File: src/verilog/sgcc_pkg.sv
// Purpose: shared constants and types for the sleep and generic clock control block
// Assumes: one system clock; clock sources arrive as sampled levels
// Notes:   mask widths, counts and sleep encodings live here
package sgcc_pkg;
  // ----------------------------------------------------------------
  // sizes
  // ----------------------------------------------------------------
  localparam int SGCC_MASK_W   = 32;              // bits per mask register
  localparam int SGCC_NUM_GCLK = 6;               // generic clock count
  localparam int SGCC_DIV_W    = 8;               // ratio field width
  localparam int SGCC_PB_DIV_W = 4;               // divided bus clock counter width
  localparam int SGCC_SYNC_LAT = 2;               // mask apply latency in cycles
  // ----------------------------------------------------------------
  // reset values and bit positions
  // ----------------------------------------------------------------
  localparam logic [31:0] SGCC_MASK_RST  = 32'hFFFFFFFF; // all modules clocked
  localparam int          SGCC_PM_BIT    = 0;     // manager clock bit in bus-a mask
  localparam int          SGCC_BRIDGE_BIT = 1;    // bus-a bridge bit in hsb mask
  localparam logic [1:0]  SGCC_CNT_ZERO2 = 2'h0;
  // ----------------------------------------------------------------
  // sleep mode indices
  // ----------------------------------------------------------------
  localparam logic [2:0] SGCC_SLP_IDLE    = 3'h0;
  localparam logic [2:0] SGCC_SLP_FROZEN  = 3'h1;
  localparam logic [2:0] SGCC_SLP_STANDBY = 3'h2;
  localparam logic [2:0] SGCC_SLP_STOP    = 3'h3;
  localparam logic [2:0] SGCC_SLP_DEEP    = 3'h4;
  localparam logic [2:0] SGCC_SLP_STATIC  = 3'h5;
  // sleep sequencer states
  typedef enum logic [1:0] {
    SGCC_RUN   = 2'b00,   // normal operation
    SGCC_DRAIN = 2'b01,   // waiting for cpu bus to go idle
    SGCC_SLEEP = 2'b10    // domains stopped
  } sgcc_state_t;
endpackage

File: src/verilog/sgcc_gclk_if.sv
// Purpose: carrier between the top and one generic clock channel
// Assumes: sources are sampled levels in the system clock
// Notes:   one instance per generic clock
`timescale 1ns/1ns
interface sgcc_gclk_if;
  logic                  enable;     // software enable
  logic                  pb_stop;    // sleep stops peripheral clocks
  logic [1:0]            src_sel;    // {pll_source_select, oscillator_source_select}
  logic                  div_en;     // divide_enable
  logic [7:0]            ratio;      // division ratio field
  logic [3:0]            sources;    // {pll1, pll0, osc1, osc0}
  logic                  clk;        // generated clock
  logic                  enable_rb;  // enable as software reads it
  modport ctrl (output enable, pb_stop, src_sel, div_en, ratio, sources, input clk, enable_rb);
  modport gen  (input enable, pb_stop, src_sel, div_en, ratio, sources, output clk, enable_rb);
endinterface

File: src/verilog/sgcc_gclk.sv
// Purpose: one glitch-free generic clock with source select and even divide
// Assumes: source levels sampled by clock_in; output toggles only on edges
// Notes:   stop lands on the next falling output edge, or at once if output is already low
`timescale 1ns/1ns
module sgcc_gclk
  import sgcc_pkg::*;
(
  input  wire logic clock_in,   // system clock
  input  wire logic sys_rst_in, // async reset, active high
  sgcc_gclk_if.gen  g           // channel carrier
);
  import sgcc_pkg::*;
  logic [3:0]            src_q;     // previous source samples
  logic [SGCC_DIV_W:0]   cnt;       // prescaler edge counter
  logic                  out_q;     // generated clock level
  logic                  run;       // channel running
  // ----------------------------------------------------------------
  // source selection and edge detect
  // ----------------------------------------------------------------
  // source from select bits
  wire                   src_now  = g.sources[g.src_sel];
  wire                   src_prev = src_q[g.src_sel];
  wire                   src_edge = src_now & ~src_prev;
  wire [SGCC_DIV_W:0]    last     = {1'b0, g.ratio};
  wire                   tick     = g.div_en ? src_edge & (cnt == last) : src_now ^ src_prev;
  wire                   want_off = ~g.enable | g.pb_stop;
  assign g.clk       = out_q;
  assign g.enable_rb = run;
  // ----------------------------------------------------------------
  // prescaler and output
  // ----------------------------------------------------------------
  // sample all sources every cycle
  always_ff @(posedge clock_in or posedge sys_rst_in) begin
    if (sys_rst_in) begin
      src_q <= 4'h0;
    end else begin
      src_q <= g.sources;
    end
  end
  // run state, counter and output level
  always_ff @(posedge clock_in or posedge sys_rst_in) begin
    if (sys_rst_in) begin
      run   <= 1'b0;
      cnt   <= '0;
      out_q <= 1'b0;
    end else if (!run) begin
      cnt   <= '0;
      out_q <= 1'b0;
      run   <= g.enable & ~g.pb_stop;
    end else if (tick) begin
      cnt   <= '0;
      out_q <= ~out_q;
      if (out_q && want_off) begin
        run <= 1'b0;
      end
    end else if (src_edge) begin
      cnt <= cnt + 1'b1;
    end else if (!out_q && want_off) begin
      // already low: stop now
      run <= 1'b0;
    end
  end
endmodule // sgcc_gclk

File: src/verilog/sgcc_top.sv
// Purpose: clock mask apply, sleep sequencing and generic clock bank
// Assumes: all control bits are plain ports synchronous to clock_in
// Notes:   clock gates are enables for downstream gating cells
`timescale 1ns/1ns
// How it works
// - mask bit clear stops module clock
// - manager or bridge masked locks mask writes
// - mask write clears ready, sets when applied
// - ready can raise manager interrupt
// - sleep halts cpu and stopped domains
// - qualifying interrupt wakes; unclocked cannot
// - idle stops cpu only, any wake
// - frozen stops cpu and hsb
// - standby stops all synchronous clocks
// - stop also halts oscillators, low regulator
// - deep stop kills bandgap and detectors
// - static stops all oscillators, async wake
// - halt cpu after bus ops complete
// - generic clock source by select bits
// - divide by two times ratio plus one
// - stop on falling edge or at once while low, enable reads one
// - disabling resets prescaler and output
// - clocks four and five feed usb, dac
// - divided bus clocks ignore masks, sleep stops
module sgcc_top
  import sgcc_pkg::*;
#(
  parameter int MASK_W = SGCC_MASK_W,     // bits per mask
  parameter int NGCLK  = SGCC_NUM_GCLK    // generic clock count
) (
  input  wire logic                     clock_in,       // system clock
  input  wire logic                     sys_rst_in,     // async reset, active high
  input  wire logic [1:0]               mask_wr_in,     // mask write strobes: {pb-a, hsb}
  input  wire logic [MASK_W-1:0]        mask_wdata_in,  // mask write data
  input  wire logic                     ready_ie_in,    // mask ready interrupt enable
  input  wire logic                     sleep_in,       // sleep instruction pulse
  input  wire logic [2:0]               sleep_mode_in,  // sleep mode index
  input  wire logic                     cpu_bus_busy_in,// cpu has outstanding bus ops
  input  wire logic                     irq_any_in,     // any interrupt
  input  wire logic                     irq_pb_in,      // peripheral module interrupt
  input  wire logic                     irq_rtc_in,     // real-time counter interrupt
  input  wire logic                     irq_ext_in,     // external interrupt, sync mode
  input  wire logic                     irq_ext_async_in,// external interrupt, async mode
  input  wire logic                     reset_pin_in,   // reset pin wake request
  input  wire logic [NGCLK-1:0]         gclk_en_in,     // generic_clock_enable bits
  input  wire logic [NGCLK-1:0]         gclk_pll_in,    // pll_source_select bits
  input  wire logic [NGCLK-1:0]         gclk_osc_in,    // oscillator_source_select bits
  input  wire logic [NGCLK-1:0]         gclk_div_en_in, // divide_enable bits
  input  wire logic [NGCLK*SGCC_DIV_W-1:0] gclk_ratio_in,// ratio fields
  input  wire logic [3:0]               sources_in,     // {pll1, pll0, osc1, osc0}
  input  wire logic [SGCC_PB_DIV_W-1:0] pb_div_in,      // divided bus clock ratio
  output logic [MASK_W-1:0]             hsb_gate_out,   // hsb module clock enables
  output logic [MASK_W-1:0]             pba_gate_out,   // bus-a module clock enables
  output logic                          cpu_clk_en_out, // cpu clock enable
  output logic                          mask_ready_out, // mask_ready_flag
  output logic                          pm_irq_out,     // power_manager interrupt
  output logic                          osc_run_out,    // main oscillators, plls, system_timer
  output logic                          slow_osc_run_out,// 32 kHz and internal_rc_oscillator
  output logic                          analog_on_out,  // bandgap and both drop detectors
  output logic                          reg_full_out,   // regulator full power
  output logic [3:0]                    gclk_pin_out,   // generic clock pins 0..3
  output logic                          usb_gclk_out,   // usb_generic_clock
  output logic                          dac_gclk_out,   // audio_dac_generic_clock
  output logic [NGCLK-1:0]              gclk_en_rb_out, // enable readback
  output logic                          pb_div_clk_out  // divided bus clock
);
  import sgcc_pkg::*;
  // ----------------------------------------------------------------
  // mask registers
  // ----------------------------------------------------------------
  logic [MASK_W-1:0]  hsb_mask;      // hsb mask register
  logic [MASK_W-1:0]  pba_mask;      // bus-a mask register
  logic [1:0]         apply_cnt;     // cycles until mask is applied
  logic               locked;        // writes refused until reset
  sgcc_state_t        state;         // sleep sequencer state
  sgcc_state_t        next_state;    // next sequencer state
  logic [2:0]         mode;          // latched sleep index
  wire                lock_now = ~pba_mask[SGCC_PM_BIT] | ~hsb_mask[SGCC_BRIDGE_BIT];
  wire                wr_ok    = |mask_wr_in & ~locked;
  // ----------------------------------------------------------------
  // sleep decode
  // ----------------------------------------------------------------
  wire in_sleep   = (state == SGCC_SLEEP);
  wire stop_cpu   = (state != SGCC_RUN) & in_sleep;
  wire stop_hsb   = in_sleep & (mode >= SGCC_SLP_FROZEN);
  wire stop_pb    = in_sleep & (mode >= SGCC_SLP_STANDBY);
  wire stop_osc   = in_sleep & (mode >= SGCC_SLP_STOP);
  wire stop_ana   = in_sleep & (mode >= SGCC_SLP_DEEP);
  wire stop_slow  = in_sleep & (mode == SGCC_SLP_STATIC);
  logic wake;
  always_comb begin
    case (mode)
      SGCC_SLP_IDLE:    wake = irq_any_in;
      SGCC_SLP_FROZEN:  wake = irq_pb_in;
      SGCC_SLP_STANDBY: wake = irq_rtc_in | irq_ext_in;
      SGCC_SLP_STOP,
      SGCC_SLP_DEEP:    wake = irq_rtc_in | irq_ext_in | reset_pin_in;
      SGCC_SLP_STATIC:  wake = irq_ext_async_in | reset_pin_in;
      default:          wake = irq_any_in;
    endcase
  end
  // sequencer next state
  always_comb begin
    next_state = state;
    case (state)
      SGCC_RUN: begin
        if (sleep_in) begin
          next_state = SGCC_DRAIN;
        end
      end
      SGCC_DRAIN: begin
        if (!cpu_bus_busy_in) begin
          next_state = SGCC_SLEEP;
        end
      end
      SGCC_SLEEP: begin
        if (wake) begin
          next_state = SGCC_RUN;
        end
      end
      default: next_state = SGCC_RUN;
    endcase
  end
  // sequencer registers
  always_ff @(posedge clock_in or posedge sys_rst_in) begin
    if (sys_rst_in) begin
      state <= SGCC_RUN;
      mode  <= SGCC_SLP_IDLE;
    end else begin
      state <= next_state;
      if (state == SGCC_RUN && sleep_in) begin
        mode <= sleep_mode_in;
      end
    end
  end
  // mask writes; lock cleared only by reset
  always_ff @(posedge clock_in or posedge sys_rst_in) begin
    if (sys_rst_in) begin
      hsb_mask <= SGCC_MASK_RST[MASK_W-1:0];
      pba_mask <= SGCC_MASK_RST[MASK_W-1:0];
      locked   <= 1'b0;
    end else begin
      if (mask_wr_in[0] && !locked) begin
        hsb_mask <= mask_wdata_in;
      end
      if (mask_wr_in[1] && !locked) begin
        pba_mask <= mask_wdata_in;
      end
      if (lock_now) begin
        locked <= 1'b1;
      end
    end
  end
  // ready clears on write, sets when applied
  always_ff @(posedge clock_in or posedge sys_rst_in) begin
    if (sys_rst_in) begin
      apply_cnt      <= SGCC_CNT_ZERO2;
      mask_ready_out <= 1'b1;
    end else if (wr_ok) begin
      apply_cnt      <= 2'(SGCC_SYNC_LAT);
      mask_ready_out <= 1'b0;
    end else if (apply_cnt != SGCC_CNT_ZERO2) begin
      apply_cnt      <= apply_cnt - 2'h1;
      mask_ready_out <= (apply_cnt == 2'h1);
    end
  end
  // ----------------------------------------------------------------
  // gated outputs, registered
  // ----------------------------------------------------------------
  // mask gates; sleep overrides mask
  always_ff @(posedge clock_in or posedge sys_rst_in) begin
    if (sys_rst_in) begin
      hsb_gate_out     <= SGCC_MASK_RST[MASK_W-1:0];
      pba_gate_out     <= SGCC_MASK_RST[MASK_W-1:0];
      cpu_clk_en_out   <= 1'b1;
      osc_run_out      <= 1'b1;
      slow_osc_run_out <= 1'b1;
      analog_on_out    <= 1'b1;
      reg_full_out     <= 1'b1;
      pm_irq_out       <= 1'b0;
    end else begin
      hsb_gate_out     <= stop_hsb ? '0 : hsb_mask;
      pba_gate_out     <= stop_pb  ? '0 : pba_mask;
      cpu_clk_en_out   <= ~stop_cpu;
      osc_run_out      <= ~stop_osc;
      slow_osc_run_out <= ~stop_slow;
      analog_on_out    <= ~stop_ana;
      reg_full_out     <= ~stop_osc;
      pm_irq_out       <= ready_ie_in & mask_ready_out;
    end
  end
  // ----------------------------------------------------------------
  // generic clock bank
  // ----------------------------------------------------------------
  logic [NGCLK-1:0] gclk;   // raw channel clocks
  genvar i;
  generate
    for (i = 0; i < NGCLK; i++) begin : g_gclk
      sgcc_gclk_if ch ();
      assign ch.enable  = gclk_en_in[i];
      assign ch.pb_stop = stop_pb;
      assign ch.src_sel = {gclk_pll_in[i], gclk_osc_in[i]};
      assign ch.div_en  = gclk_div_en_in[i];
      assign ch.ratio   = gclk_ratio_in[i*SGCC_DIV_W +: SGCC_DIV_W];
      assign ch.sources = sources_in;
      assign gclk[i]    = ch.clk;
      sgcc_gclk u_gclk (
        .clock_in   (clock_in),
        .sys_rst_in (sys_rst_in),
        .g          (ch.gen)
      );
      // readback, registered
      always_ff @(posedge clock_in or posedge sys_rst_in) begin
        if (sys_rst_in) begin
          gclk_en_rb_out[i] <= 1'b0;
        end else begin
          gclk_en_rb_out[i] <= ch.enable_rb | ch.enable;
        end
      end
    end
  endgenerate
  // clocks to pins, usb and dac
  always_ff @(posedge clock_in or posedge sys_rst_in) begin
    if (sys_rst_in) begin
      gclk_pin_out <= 4'h0;
      usb_gclk_out <= 1'b0;
      dac_gclk_out <= 1'b0;
    end else begin
      gclk_pin_out <= gclk[3:0];
      usb_gclk_out <= gclk[4];
      dac_gclk_out <= gclk[5];
    end
  end
  // ----------------------------------------------------------------
  // divided peripheral bus clock
  // ----------------------------------------------------------------
  logic [SGCC_PB_DIV_W-1:0] pb_cnt;   // divider counter
  // no mask, only sleep stops it
  always_ff @(posedge clock_in or posedge sys_rst_in) begin
    if (sys_rst_in) begin
      pb_cnt         <= '0;
      pb_div_clk_out <= 1'b0;
    end else if (stop_pb) begin
      pb_cnt         <= '0;
      pb_div_clk_out <= 1'b0;
    end else if (pb_cnt == pb_div_in) begin
      pb_cnt         <= '0;
      pb_div_clk_out <= ~pb_div_clk_out;
    end else begin
      pb_cnt <= pb_cnt + 1'b1;
    end
  end
endmodule // sgcc_top

File: config.mk
export PLATFORM = sky130hd
export DESIGN_NAME = sgcc_top
export DESIGN_NICKNAME = d
export VERILOG_FILES = /design/src/verilog/sgcc_pkg.sv /design/src/verilog/sgcc_gclk_if.sv /design/src/verilog/sgcc_gclk.sv /design/src/verilog/sgcc_top.sv
export SDC_FILE = /design/constraint.sdc
export NUM_CORES = 1
export LEC_CHECK = 0
export ABC_AREA = 1
export CAP_MARGIN = 40
export CORE_ASPECT_RATIO = 1.25
export CORE_MARGIN = 2
export CORE_UTILIZATION = 40
export CTS_BUF_LIST = sky130_fd_sc_hd__clkbuf_16
export DETAILED_ROUTE_END_ITERATION = 8
export DONT_BUFFER_PORTS = 1
export PLACE_DENSITY = 0.65
export SLEW_MARGIN = 10
export SYNTH_ARGS = -nofsm -noshare
export SYNTH_HDL_FRONTEND = slang
export SYNTH_SLANG_ARGS = --single-unit
export TNS_END_PERCENT = 5
File: constraint.sdc
create_clock -name clock_in -period 8.6 [get_ports clock_in]
set_input_delay 1.29 -clock clock_in [delete_from_list [all_inputs] [get_ports clock_in]]
set_output_delay 1.29 -clock clock_in [all_outputs]
set_load 0.02 [all_outputs]
; Yosys cells after proc, flatten, opt, wreduce, memory -nomap -nowiden
; Cells that the tools add are included.
[classes]
n_addsub = 8
multipliers = 0
div = 0
magnitude_cmp = 10
n_eq_ne = 30
n_shift = 0
mux = 105
bitwise_logic = 75
reduce_logical = 30
[ops]
columns = operator, n
row1 = $mux 9, 18
row2 = $mux 1, 64
row3 = $mux 32, 2
row4 = $add 9x1->9 const B, 6
row5 = $eq 9x8->1, 6
row6 = $not 1->1, 27
row7 = $and 1x1->1, 26
row8 = $bmux 1 s2, 12
row9 = $lt 2x3->1 const B, 6
row10 = $ne 3x3->1 const B, 6
row11 = $ne 2x2->1 const B, 8
row12 = $or 1x1->1, 16
row13 = $logic_and 1x1->1, 15
row14 = $mux 2, 5
row15 = $mux 4, 2
row16 = $reduce_bool 2->1, 4
row17 = $logic_not 1->1, 7
row18 = $eq 3x2->1 const B, 2
row19 = $eq 3x3->1 const B, 2
row20 = $ge 3x2->1 const B, 2
row21 = $pmux 2 s3, 1
row22 = $xor 1x1->1, 6
row23 = $add 4x1->4 const B, 1
row24 = $eq 2x1->1 const B, 2
row25 = other kinds (11), 12
[word_totals]
ff_bits = 229
latch_bits = 0
ram_bits = 0
mem_bits_ro = 0
input_bits = 128
word_cells = 302
mem_count = 0

; Longest topological paths before layout
; Gate-level depths: netlist (run 1).
[depth]
word_depth = 8
mapped_depth = 15
ltp_nobuf = 14

; By module
; From an unflattened synthesis (run 1), not the netlist that was laid out.
[unflattened]
hier_cells = 1241
hier_area_um2 = 11278.3
[modules_own_cells]
columns = mod, n_inst, cells_per_inst, area_per_inst_um2
row1 = sgcc_top, 1, 533, 5843.1
row2 = sgcc_gclk, 6, 118, 905.9

; Worst setup path before layout (run 1)
; No wires, ideal clock.
[synth_path]
kind = input to register
start = input gclk_osc_in[1]
end = register g_gclk[1].u_gclk.out_q
setup_ns = 0.121
arrival_time_ns = 2.535
slack_ns = 5.944
stages = 12
n_path_buf = 1
cell_sequence = o21ai_0 > nor2_1 > a21oi_1 > ha_1 > nand2_1 > nor2_1 > o21ai_0 > nor2_1 > nand3_2 > nand3_1 > buf_6 > a21oi_1
[synth_via]
elab_chain_len = 7
word_cells_on_any_way = 10
cone_classes = eq/ne (1) / mux (5) / bitwise (4)
[synth_rtl]
columns = item, line
row1 = "start, declared", sgcc_top.sv:47  ; input wire logic [NGCLK-1:0] gclk_osc_in,
row2 = $bmux 1 s2, sgcc_gclk.sv:22  ; wire src_prev = src_q[g.src_sel];
row3 = $mux 1 (implied by the code), sgcc_gclk.sv:22
row4 = $not 1->1, sgcc_gclk.sv:23  ; wire src_edge = src_now & ~src_prev;
row5 = $and 1x1->1, sgcc_gclk.sv:23
row6 = $and 1x1->1, sgcc_gclk.sv:25  ; wire tick = g.div_en ? src_edge & (cnt == last) : src_now ^ src_prev;
row7 = $mux 1 *, sgcc_gclk.sv:25
row8 = $ne 2x2->1 (no line) *, -
row9 = "end signal, assigned", sgcc_gclk.sv:52  ; out_q <= ~out_q;
row10 = "end, declared", sgcc_gclk.sv:15  ; logic out_q;
; Mark *: on every way between the ends. The rest lies on a longest branch, timed or not. The select of a mux whose other input is x is not followed.
; A chain may end at the register's enable or synchronous reset.

; Worst setup path in the final report (run 1)
[layout_path]
start = input gclk_osc_in[1]
end = register g_gclk[1].u_gclk.run
[layout_via]
elab_chain_len = 8
word_cells_on_any_way = 12
cone_classes = mux (8) / bitwise (4)
[layout_rtl]
columns = item, line
row1 = $bmux 1 s2, sgcc_gclk.sv:22
row2 = $mux 1 (implied by the code), sgcc_gclk.sv:22
row3 = $not 1->1, sgcc_gclk.sv:23
row4 = $and 1x1->1, sgcc_gclk.sv:23
row5 = $and 1x1->1, sgcc_gclk.sv:25
row6 = $mux 1, sgcc_gclk.sv:25
row7 = $mux 1 *, sgcc_gclk.sv:50  ; end else if (tick) begin
row8 = $mux 1 *, sgcc_gclk.sv:46  ; end else if (!run) begin
row9 = "end signal, assigned", sgcc_gclk.sv:49  ; run <= g.enable & ~g.pb_stop;
row10 = "end, declared", sgcc_gclk.sv:16  ; logic run;
; Marked as above.

==> out/qor_table.md, run 1 <==
| Metric | Reported | Unit |
| --- | --- | --- |
| Run status | finished clean | - |
| Setup total negative slack | 0 | ns |
| Die outline area | 0.0274 | mm2 |
| Crit path launch | gclk_osc_in[1] | - |
| Cell chosen for the clock root | clkbuf_16 | - |
| Vias in the first global route | 7482 | - |
| WL/cell | 14.4 | um |
| Final Cycle Share | 0.293 | - |
| Total Routing Usage GR | 0.165 | - |
| Number of setup buffers added after CTS | 0 | - |
| Area occupied by multi-input gates | 0.00366 | mm2 |
| Final count of pins violating max slew | 0 | - |
| Beginning of the worst hold path | g_gclk[3].u_gclk.g.clk$_DFFE_PP0P_ | - |
| Post-DRT Antenna Nets | 0 | - |
| CTS clock-pin slew for the worst setup and hold paths | 0.06 | ns |
| Placed Cells incl. Taps | 1497 | - |
| Static leakage | 5.33 | nW |
| Min Tclk post-route | 2.52 | ns |
| Peak supply drop | 0.143 | mV |
| Post-layout net count | 1326 | - |
| Starting density of the core | 0.403 | - |
| Final wirelength | 22200 | um |
| DRC | 0 | - |
| HPWL after DPL | 15800 | um |
| Hold violation count in the final report | 0 | - |
| Post-cts resize count | 0 | - |
| RSZ-0062 raised after global routing | false | - |
| Global-route wire length before repair | 36700 | um |
| Category of the most critical setup path | in2reg | - |
| Register bit total from synthesis | 229 | - |
| Count of input and output buffers | 0 | - |
| Detailed Routing Iterations Pass 1 | 4 | - |
| I/O Pins | 212 | - |
| Final-layout fill cell count | 2499 | - |
| Hold bufs inserted after CTS | 0 | - |
| Residual overflow from global routing | 0 | - |
| Netlist Area Pre-Place | 0.0104 | mm2 |
| Least-Margin Pin Slew | 0.782 | ns |
| Final worst setup slack | 6.08 | ns |
| Signal arrival time at the worst endpoint | 2.92 | ns |
| Count of distinct cell types in the synthesized netlist | 37 | - |
| Maximum number of buffers from clock root to sink | 3 | - |
| Worst Hold Class | reg2reg | - |
| Max Freq | 397 | MHz |
| Die X | 148 | um |
| Level count of the clock H-tree | 1 | - |
| Iter 0 DRT Violations | 311 | - |
| Routed via count | 7280 | - |
| Antenna Cells | 0 | - |
| Final instance count without filler cells | 1541 | - |
| Average cell area after synthesis | 8.87 | um2 |
| Net Count, Synth | 1318 | - |
| Max-cap check violation count | 0 | - |
| Share of layout cells above drive strength 1 | 0.190 | - |
| Die H | 184 | um |
| Post-detailed-route via-to-cell ratio | 4.72 | - |
| Worst max-slew margin expressed relative to the limit | 0.478 | - |
| Kind of end point of the critical path | flip-flop | - |
| Highest fanout seen on the critical path | 11 | - |
| Worst-case setup slack after placement | 5.58 | ns |
| Clock latency reported for the late side of the worst-skew pair | 0.51 | ns |
| Portion of the post-synthesis area used by sequential elements | 0.566 | - |
| Sinks on Clock Net | 229 | - |
| Storage cell area | 0.00590 | mm2 |
| Initial antenna violation count | 1 | - |
| Number of buffers inserted during clock tree synthesis | 24 | - |
| Count of final setup violators | 0 | - |
| Crit start category | input port | - |
| Power per unit of standard cell area | 250 | mW/mm2 |
| Crit path required time | 9.00 | ns |
| Final core occ | 0.449 | - |
| Post-Synthesis Cells | 1175 | - |
| Warning count from the yosys run | 0 | - |
| Worst reg2reg startpoint | g_gclk[5].u_gclk.src_q[2]$_DFF_PP0_ | - |
| CTS tree | done | - |
| Global placement routability congestion | 0.779 | - |
| Total power consumption of the routed design | 2.90 | mW |
| Row cnt | 66 | - |
| Area of the core region | 0.0258 | mm2 |
| Area delta synth->final | 11.3 | % |
| Final worst clock skew | 0.0140 | ns |
| Largest net degree at the start of global routing | 101 | - |
## per-stage QoR
step / hold WS, ns / area (um2)
global route: 0.422 / 11600
global placement: 0.382 / 10800
CTS: 0.396 / 11600
finish: 0.398 / 11600
floorplan: 0.374 / 10400
detailed placement: 0.382 / 10800
## placed cells by master (no fill, tap or decap), types with 2 or more instances in the layout
| cell | instances |
|---|---|
| nand2_1 | 228 |
| inv_1 | 199 |
| nor2_1 | 174 |
| dfstp_2 | 133 |
| o21ai_0 | 96 |
| dfrtp_1 | 96 |
| xor2_1 | 41 |
| nand3_1 | 27 |
| clkbuf_16 | 27 |
| xnor2_1 | 24 |
| a21oi_1 | 23 |
| nor3_1 | 15 |
| ha_1 | 15 |
| or2_2 | 13 |
| nand4_1 | 13 |
| nor2_2 | 9 |
| nand3_2 | 8 |
| o22ai_1 | 8 |
| nand2_2 | 7 |
| buf_4 | 6 |
| nor3_2 | 5 |
| clkinv_2 | 5 |
| o211ai_1 | 4 |
| o21ai_1 | 2 |
| inv_2 | 2 |
| nor2_4 | 2 |
| clkinvlp_4 | 2 |
| inv_6 | 2 |
| clkinv_1 | 2 |
## flip-flops by register name (all words and copies together) (netlist names), 2 cells and up
register                   count
apply_cnt                      2
g_gclk.u_gclk.cnt             54
g_gclk.u_gclk.g.clk            6
g_gclk.u_gclk.g.enable_rb      6
g_gclk.u_gclk.src_q            4
gclk_en_rb_out                 6
gclk_pin_out                   4
hsb_gate_out                  32
hsb_mask                      32
mode                           3
pb_cnt                         4
pba_gate_out                  32
pba_mask                      32
state                          2
## synth_stat cells
cell type / number / area share
a21oi_2: 1 / 0.00084
buf_6: 2 / 0.0022
dfstp_2: 133 / 0.34
nand3_4: 1 / 0.0017
nor2_1: 174 / 0.063
nand2_1: 230 / 0.083
dfrtp_1: 96 / 0.23
o22ai_1: 8 / 0.0048
clkbuf_1: 8 / 0.0029
or2_0: 1 / 0.00060
ha_1: 15 / 0.018
or2_1: 1 / 0.00060
o31ai_1: 1 / 0.00072
inv_2: 2 / 0.00072
a21oi_1: 23 / 0.011
o211ai_1: 4 / 0.0029
nor3_2: 5 / 0.0048
nand4_1: 13 / 0.0078
inv_1: 196 / 0.071
nand3_2: 8 / 0.0077
xnor2_1: 24 / 0.020
nand2_2: 5 / 0.0030
o2bb2ai_1: 1 / 0.00084
a32oi_1: 1 / 0.00084
nand3b_1: 1 / 0.00072
nor2_2: 9 / 0.0054
xor2_1: 41 / 0.034
nand3_1: 27 / 0.013
buf_1: 4 / 0.0014
nor2_4: 2 / 0.0022
o21ai_0: 96 / 0.046
or2_2: 13 / 0.0078
o21ai_1: 2 / 0.00096
buf_2: 9 / 0.0043
buf_4: 2 / 0.0014
nor3_1: 15 / 0.0072
and3_4: 1 / 0.0011
## final timing paths
check,to,slack [ns],cells past startpoint
max in group asynchronous,g_gclk[1].u_gclk.cnt[7]$_DFFE_PP0P_,6.62,2
min in group asynchronous,mode[0]$_DFFE_PP0P_,0.79,1
min reg2reg,gclk_pin_out[3]$_DFF_PP0_,0.40,0
max,g_gclk[1].u_gclk.g.enable_rb$_DFF_PP0_,6.08,13
min,gclk_pin_out[3]$_DFF_PP0_,0.40,0
max reg2reg,g_gclk[1].u_gclk.g.enable_rb$_DFF_PP0_,6.37,13
## critical path, cell delays in order
cell and delay, ns:
inv_1 0.07, o21ai_0 0.09, o22ai_1 0.15, ha_1 0.33
nand2_1 0.08, nor2_1 0.08, o21ai_0 0.08, nor2_1 0.13
nand3_2 0.09, nand3_1 0.32, nand2_1 0.09, nand2_1 0.07
nand2_1 0.04
## report_power, final
group	switching [mW]	internal, mW	total [mW]
clock network	0.428	0.596	1.02
registers	0.205	1.27	1.47
logic	0.260	0.144	0.403
## final cells by class
cell class                 count  share of cell area
clock buffer                  27              0.0583
clock inverter                17              0.0100
inverter                     198              0.0647
multi-input combinational    723               0.316
sequential                   229               0.508
tap                          340              0.0367
timing repair buffer           7             0.00626
## logic make-up (layout without fill, tap and decap cells)
family                   after synthesis  count (layout)  synth area share
adder cells (fa/ha/maj)               15              15            0.0180
XOR/XNOR                              65              65            0.0546
buffers and inverters                223             249            0.0836
AND/OR/NAND/NOR                      506             506             0.209
flip-flops                           229             229             0.566
AO/OA/AOI/OAI                        137             137            0.0690
## layer usage
metal | share of wire | wire, um | up-vias | track usage
met2 | 0.48 | 10600 | 213 | 0.283
met4 | 0.016 | 357 | 2 | 0.0415
li1 | - | - | 3611 | -
met5 | 0.00058 | 13 | - | 0
met1 | 0.39 | 8780 | 3424 | 0.187
met3 | 0.11 | 2520 | 30 | 0.0745
Power figures use the tool's default switching activity.
==> inputs of run 2 (changes only) <==
Clock period 8.6 ns to 2.6 ns, I/O delays scaled along.
==> out/qor_table.md, run 2 (same netlist as run 1, synthesis figures left out) <==
| Metric | Reported | Unit | Delta |
| --- | --- | --- | --- |
| Kind of end point of the critical path | flip-flop | - |  |
| Cell chosen for the clock root | clkbuf_16 | - |  |
| Category of the most critical setup path | reg2reg | - |  |
| Number of buffers inserted during clock tree synthesis | 25 | - | +4.2% |
| Worst Hold Class | in2reg | - |  |
| Worst max-slew margin expressed relative to the limit | 0.544 | - | +0.0651 |
| Starting density of the core | 0.403 | - | unchanged |
| Die H | 184 | um | unchanged |
| Dpl cell area | 0.0109 | mm2 | +0.82% |
| Final worst clock skew | 0.00960 | ns | -0.00441 ns |
| Global placement routability congestion | 0.846 | - | +8.6% |
| Static leakage | 5.55 | nW | +4.1% |
| Post-DRT Antenna Nets | 0 | - | unchanged |
| Least-Margin Pin Slew | 0.683 | ns | -0.0992 ns |
| Area delta synth->final | 15.9 | % |  |
| Final worst setup slack | 0.339 | ns | -5.74 ns |
| Leading cell types in the layout, fill and taps excluded | 228 x nand2_1, 200 x inv_1, 174 x nor2_1 | - |  |
| Final wirelength | 23200 | um | +4.4% |
| Count of input and output buffers | 0 | - | unchanged |
| RSZ-0062 raised after global routing | false | - |  |
| Total Routing Usage GR | 0.170 | - | +0.00573 |
| Clock latency reported for the late side of the worst-skew pair | 0.51 | ns | about the same |
| Residual overflow from global routing | 0 | - | unchanged |
| Crit path required time | 2.99 | ns | -6.01 ns |
| Area of the core region | 0.0258 | mm2 | unchanged |
| Final count of pins violating max slew | 0 | - | unchanged |
| Maximum number of buffers from clock root to sink | 3 | - | unchanged |
| Share of layout cells above drive strength 1 | 0.191 | - | +0.00117 |
| Global-route wire length before repair | 37900 | um | +3.4% |
| Routed via count | 7451 | - | +2.3% |
| Final Cycle Share | 0.870 | - |  |
| Power per unit of standard cell area | 819 | mW/mm2 | +230% |
| Antenna Cells | 0 | - | unchanged |
| Post-detailed-route via-to-cell ratio | 4.70 | - | -0.56% |
| Iter 0 DRT Violations | 331 | - | +6.4% |
| Signal arrival time at the worst endpoint | 2.65 | ns | -0.27 ns |
| Initial antenna violation count | 1 | - | unchanged |
| Row cnt | 66 | - | unchanged |
| Crit start category | flip-flop | - |  |
| Count of final setup violators | 0 | - | unchanged |
| Detailed Routing Iterations Pass 1 | 5 | - | +1 |
| Hold violation count in the final report | 0 | - | unchanged |
| Die outline area | 0.0274 | mm2 | unchanged |
| Biggest register | g_gclk.u_gclk.cnt | - |  |
| Final core occ | 0.467 | - | +0.0186 |
| DRC | 0 | - | unchanged |
| Run status | finished clean | - |  |
| Min Tclk post-route | 2.26 | ns |  |
| Placed Cells incl. Taps | 1507 | - | +0.67% |
| Post-layout net count | 1371 | - | +3.4% |
| Max Freq | 442 | MHz |  |
| Max FFs per register | 54 | - | unchanged |
| WL/cell | 14.6 | um | +1.4% |
| Worst-case setup slack after placement | 0.323 | ns | -5.25 ns |
| Level count of the clock H-tree | 1 | - | unchanged |
| Sinks on Clock Net | 229 | - | unchanged |
| Die X | 148 | um | unchanged |
| CTS clock-pin slew for the worst setup and hold paths | 0.06 | ns | about the same |
| Vias in the first global route | 7657 | - | +2.3% |
| Final-layout fill cell count | 2428 | - | -2.8% |
| CTS tree | done | - |  |
| Peak supply drop | 0.527 | mV | +270% |
| Post-cts resize count | 0 | - | unchanged |
| Commonest non-fill, non-tap cell in the layout | nand2_1 | - |  |
| Number of setup buffers added after CTS | 0 | - | unchanged |
| I/O Pins | 212 | - | unchanged |
| Largest net degree at the start of global routing | 64 | - | -37% |
| Final instance count without filler cells | 1586 | - | +2.9% |
| Max-cap check violation count | 0 | - | unchanged |
| Cell area after layout | 0.0121 | mm2 | +4.2% |
| Highest fanout seen on the critical path | 11 | - | unchanged |
| HPWL after DPL | 16400 | um | +4.2% |
run 2: changes by cell type in the layout (fill, tap and decap cells not counted), sizes merged:
cell,delta
inv,+1
clkinv,-2
buf,+10
bufinv,+2
dlygate4sd3,+34
run 2: through the flow:
stage / hold slack [ns] / total power [mW] / TNS, ns
2_1_floorplan: 0.374 / 5.90 / -64.84
3_3_place_gp: 0.381 / 6.28 / 0
3_5_place_dp: 0.388 / 6.32 / 0
4_1_cts: 0.00102 / 10.1 / 0
5_1_grt: 0.0160 / 10.5 / 0
6_report: 0.0250 / 9.89 / 0
run 2: path summary, 6_finish.rpt:
check,end,cells after the start,start,slack (ns)
worst max-delay path,g_gclk[1].u_gclk.g.enable_rb$_DFF_PP0_,13,g_gclk[5].u_gclk.src_q[2]$_DFF_PP0_,0.34
worst min-delay path,hsb_mask[9]$_DFFE_PP1P_,2,mask_wdata_in[9],0.02
worst max register to register,g_gclk[1].u_gclk.g.enable_rb$_DFF_PP0_,13,g_gclk[5].u_gclk.src_q[2]$_DFF_PP0_,0.34
worst min register to register,gclk_pin_out[0]$_DFF_PP0_,0,g_gclk[0].u_gclk.g.clk$_DFFE_PP0P_,0.40
max in group asynchronous,hsb_gate_out[23]$_DFF_PP1_,3,sys_rst_in,1.35
min in group asynchronous,pb_div_clk_out$_DFFE_PP0P_,2,sys_rst_in,0.46
run 2: layout make-up:
cell class	instances	area (um2)	area share
sequential	229	5900	0.488
clock inverter	18	169	0.0140
inverter	198	747	0.0618
clock buffer	27	676	0.0559
tap	340	425	0.0352
multi-input combinational	723	3660	0.303
timing repair buffer	51	505	0.0418
run 2: what timing repair did:
action | in CTS | in global routing
hold endpoints to repair | 62 | 0
hold buffers | 34 | 0
endpoints found under the setup margin | 0 | 0
run 2: routing by layer:
layer	global-route usage	share of wire	routed length (um)
met1	0.194	0.39	9170
met2	0.305	0.49	11400
met3	0.0597	0.095	2200
met4	0.0450	0.020	469
met5	0	0.00056	13
run 2: where the power goes:
part           internal, mW  total (mW)  switching (mW)
Clock                  2.17        3.61            1.44
Combinational         0.518        1.40           0.881
Sequential             4.20        4.88           0.684
Total                  6.89        9.89            3.00
run 2: worst max-delay path, cell delays in order (launching register included):
cell and delay, ns:
dfrtp_1 0.44, o21ai_0 0.21, nor2_1 0.06, a21oi_1 0.12
ha_1 0.31, nand2_1 0.08, nor2_1 0.08, o21ai_0 0.08
nor2_1 0.13, nand3_2 0.09, nand3_1 0.32, nand2_1 0.10
nand2_1 0.08, nand2_1 0.06
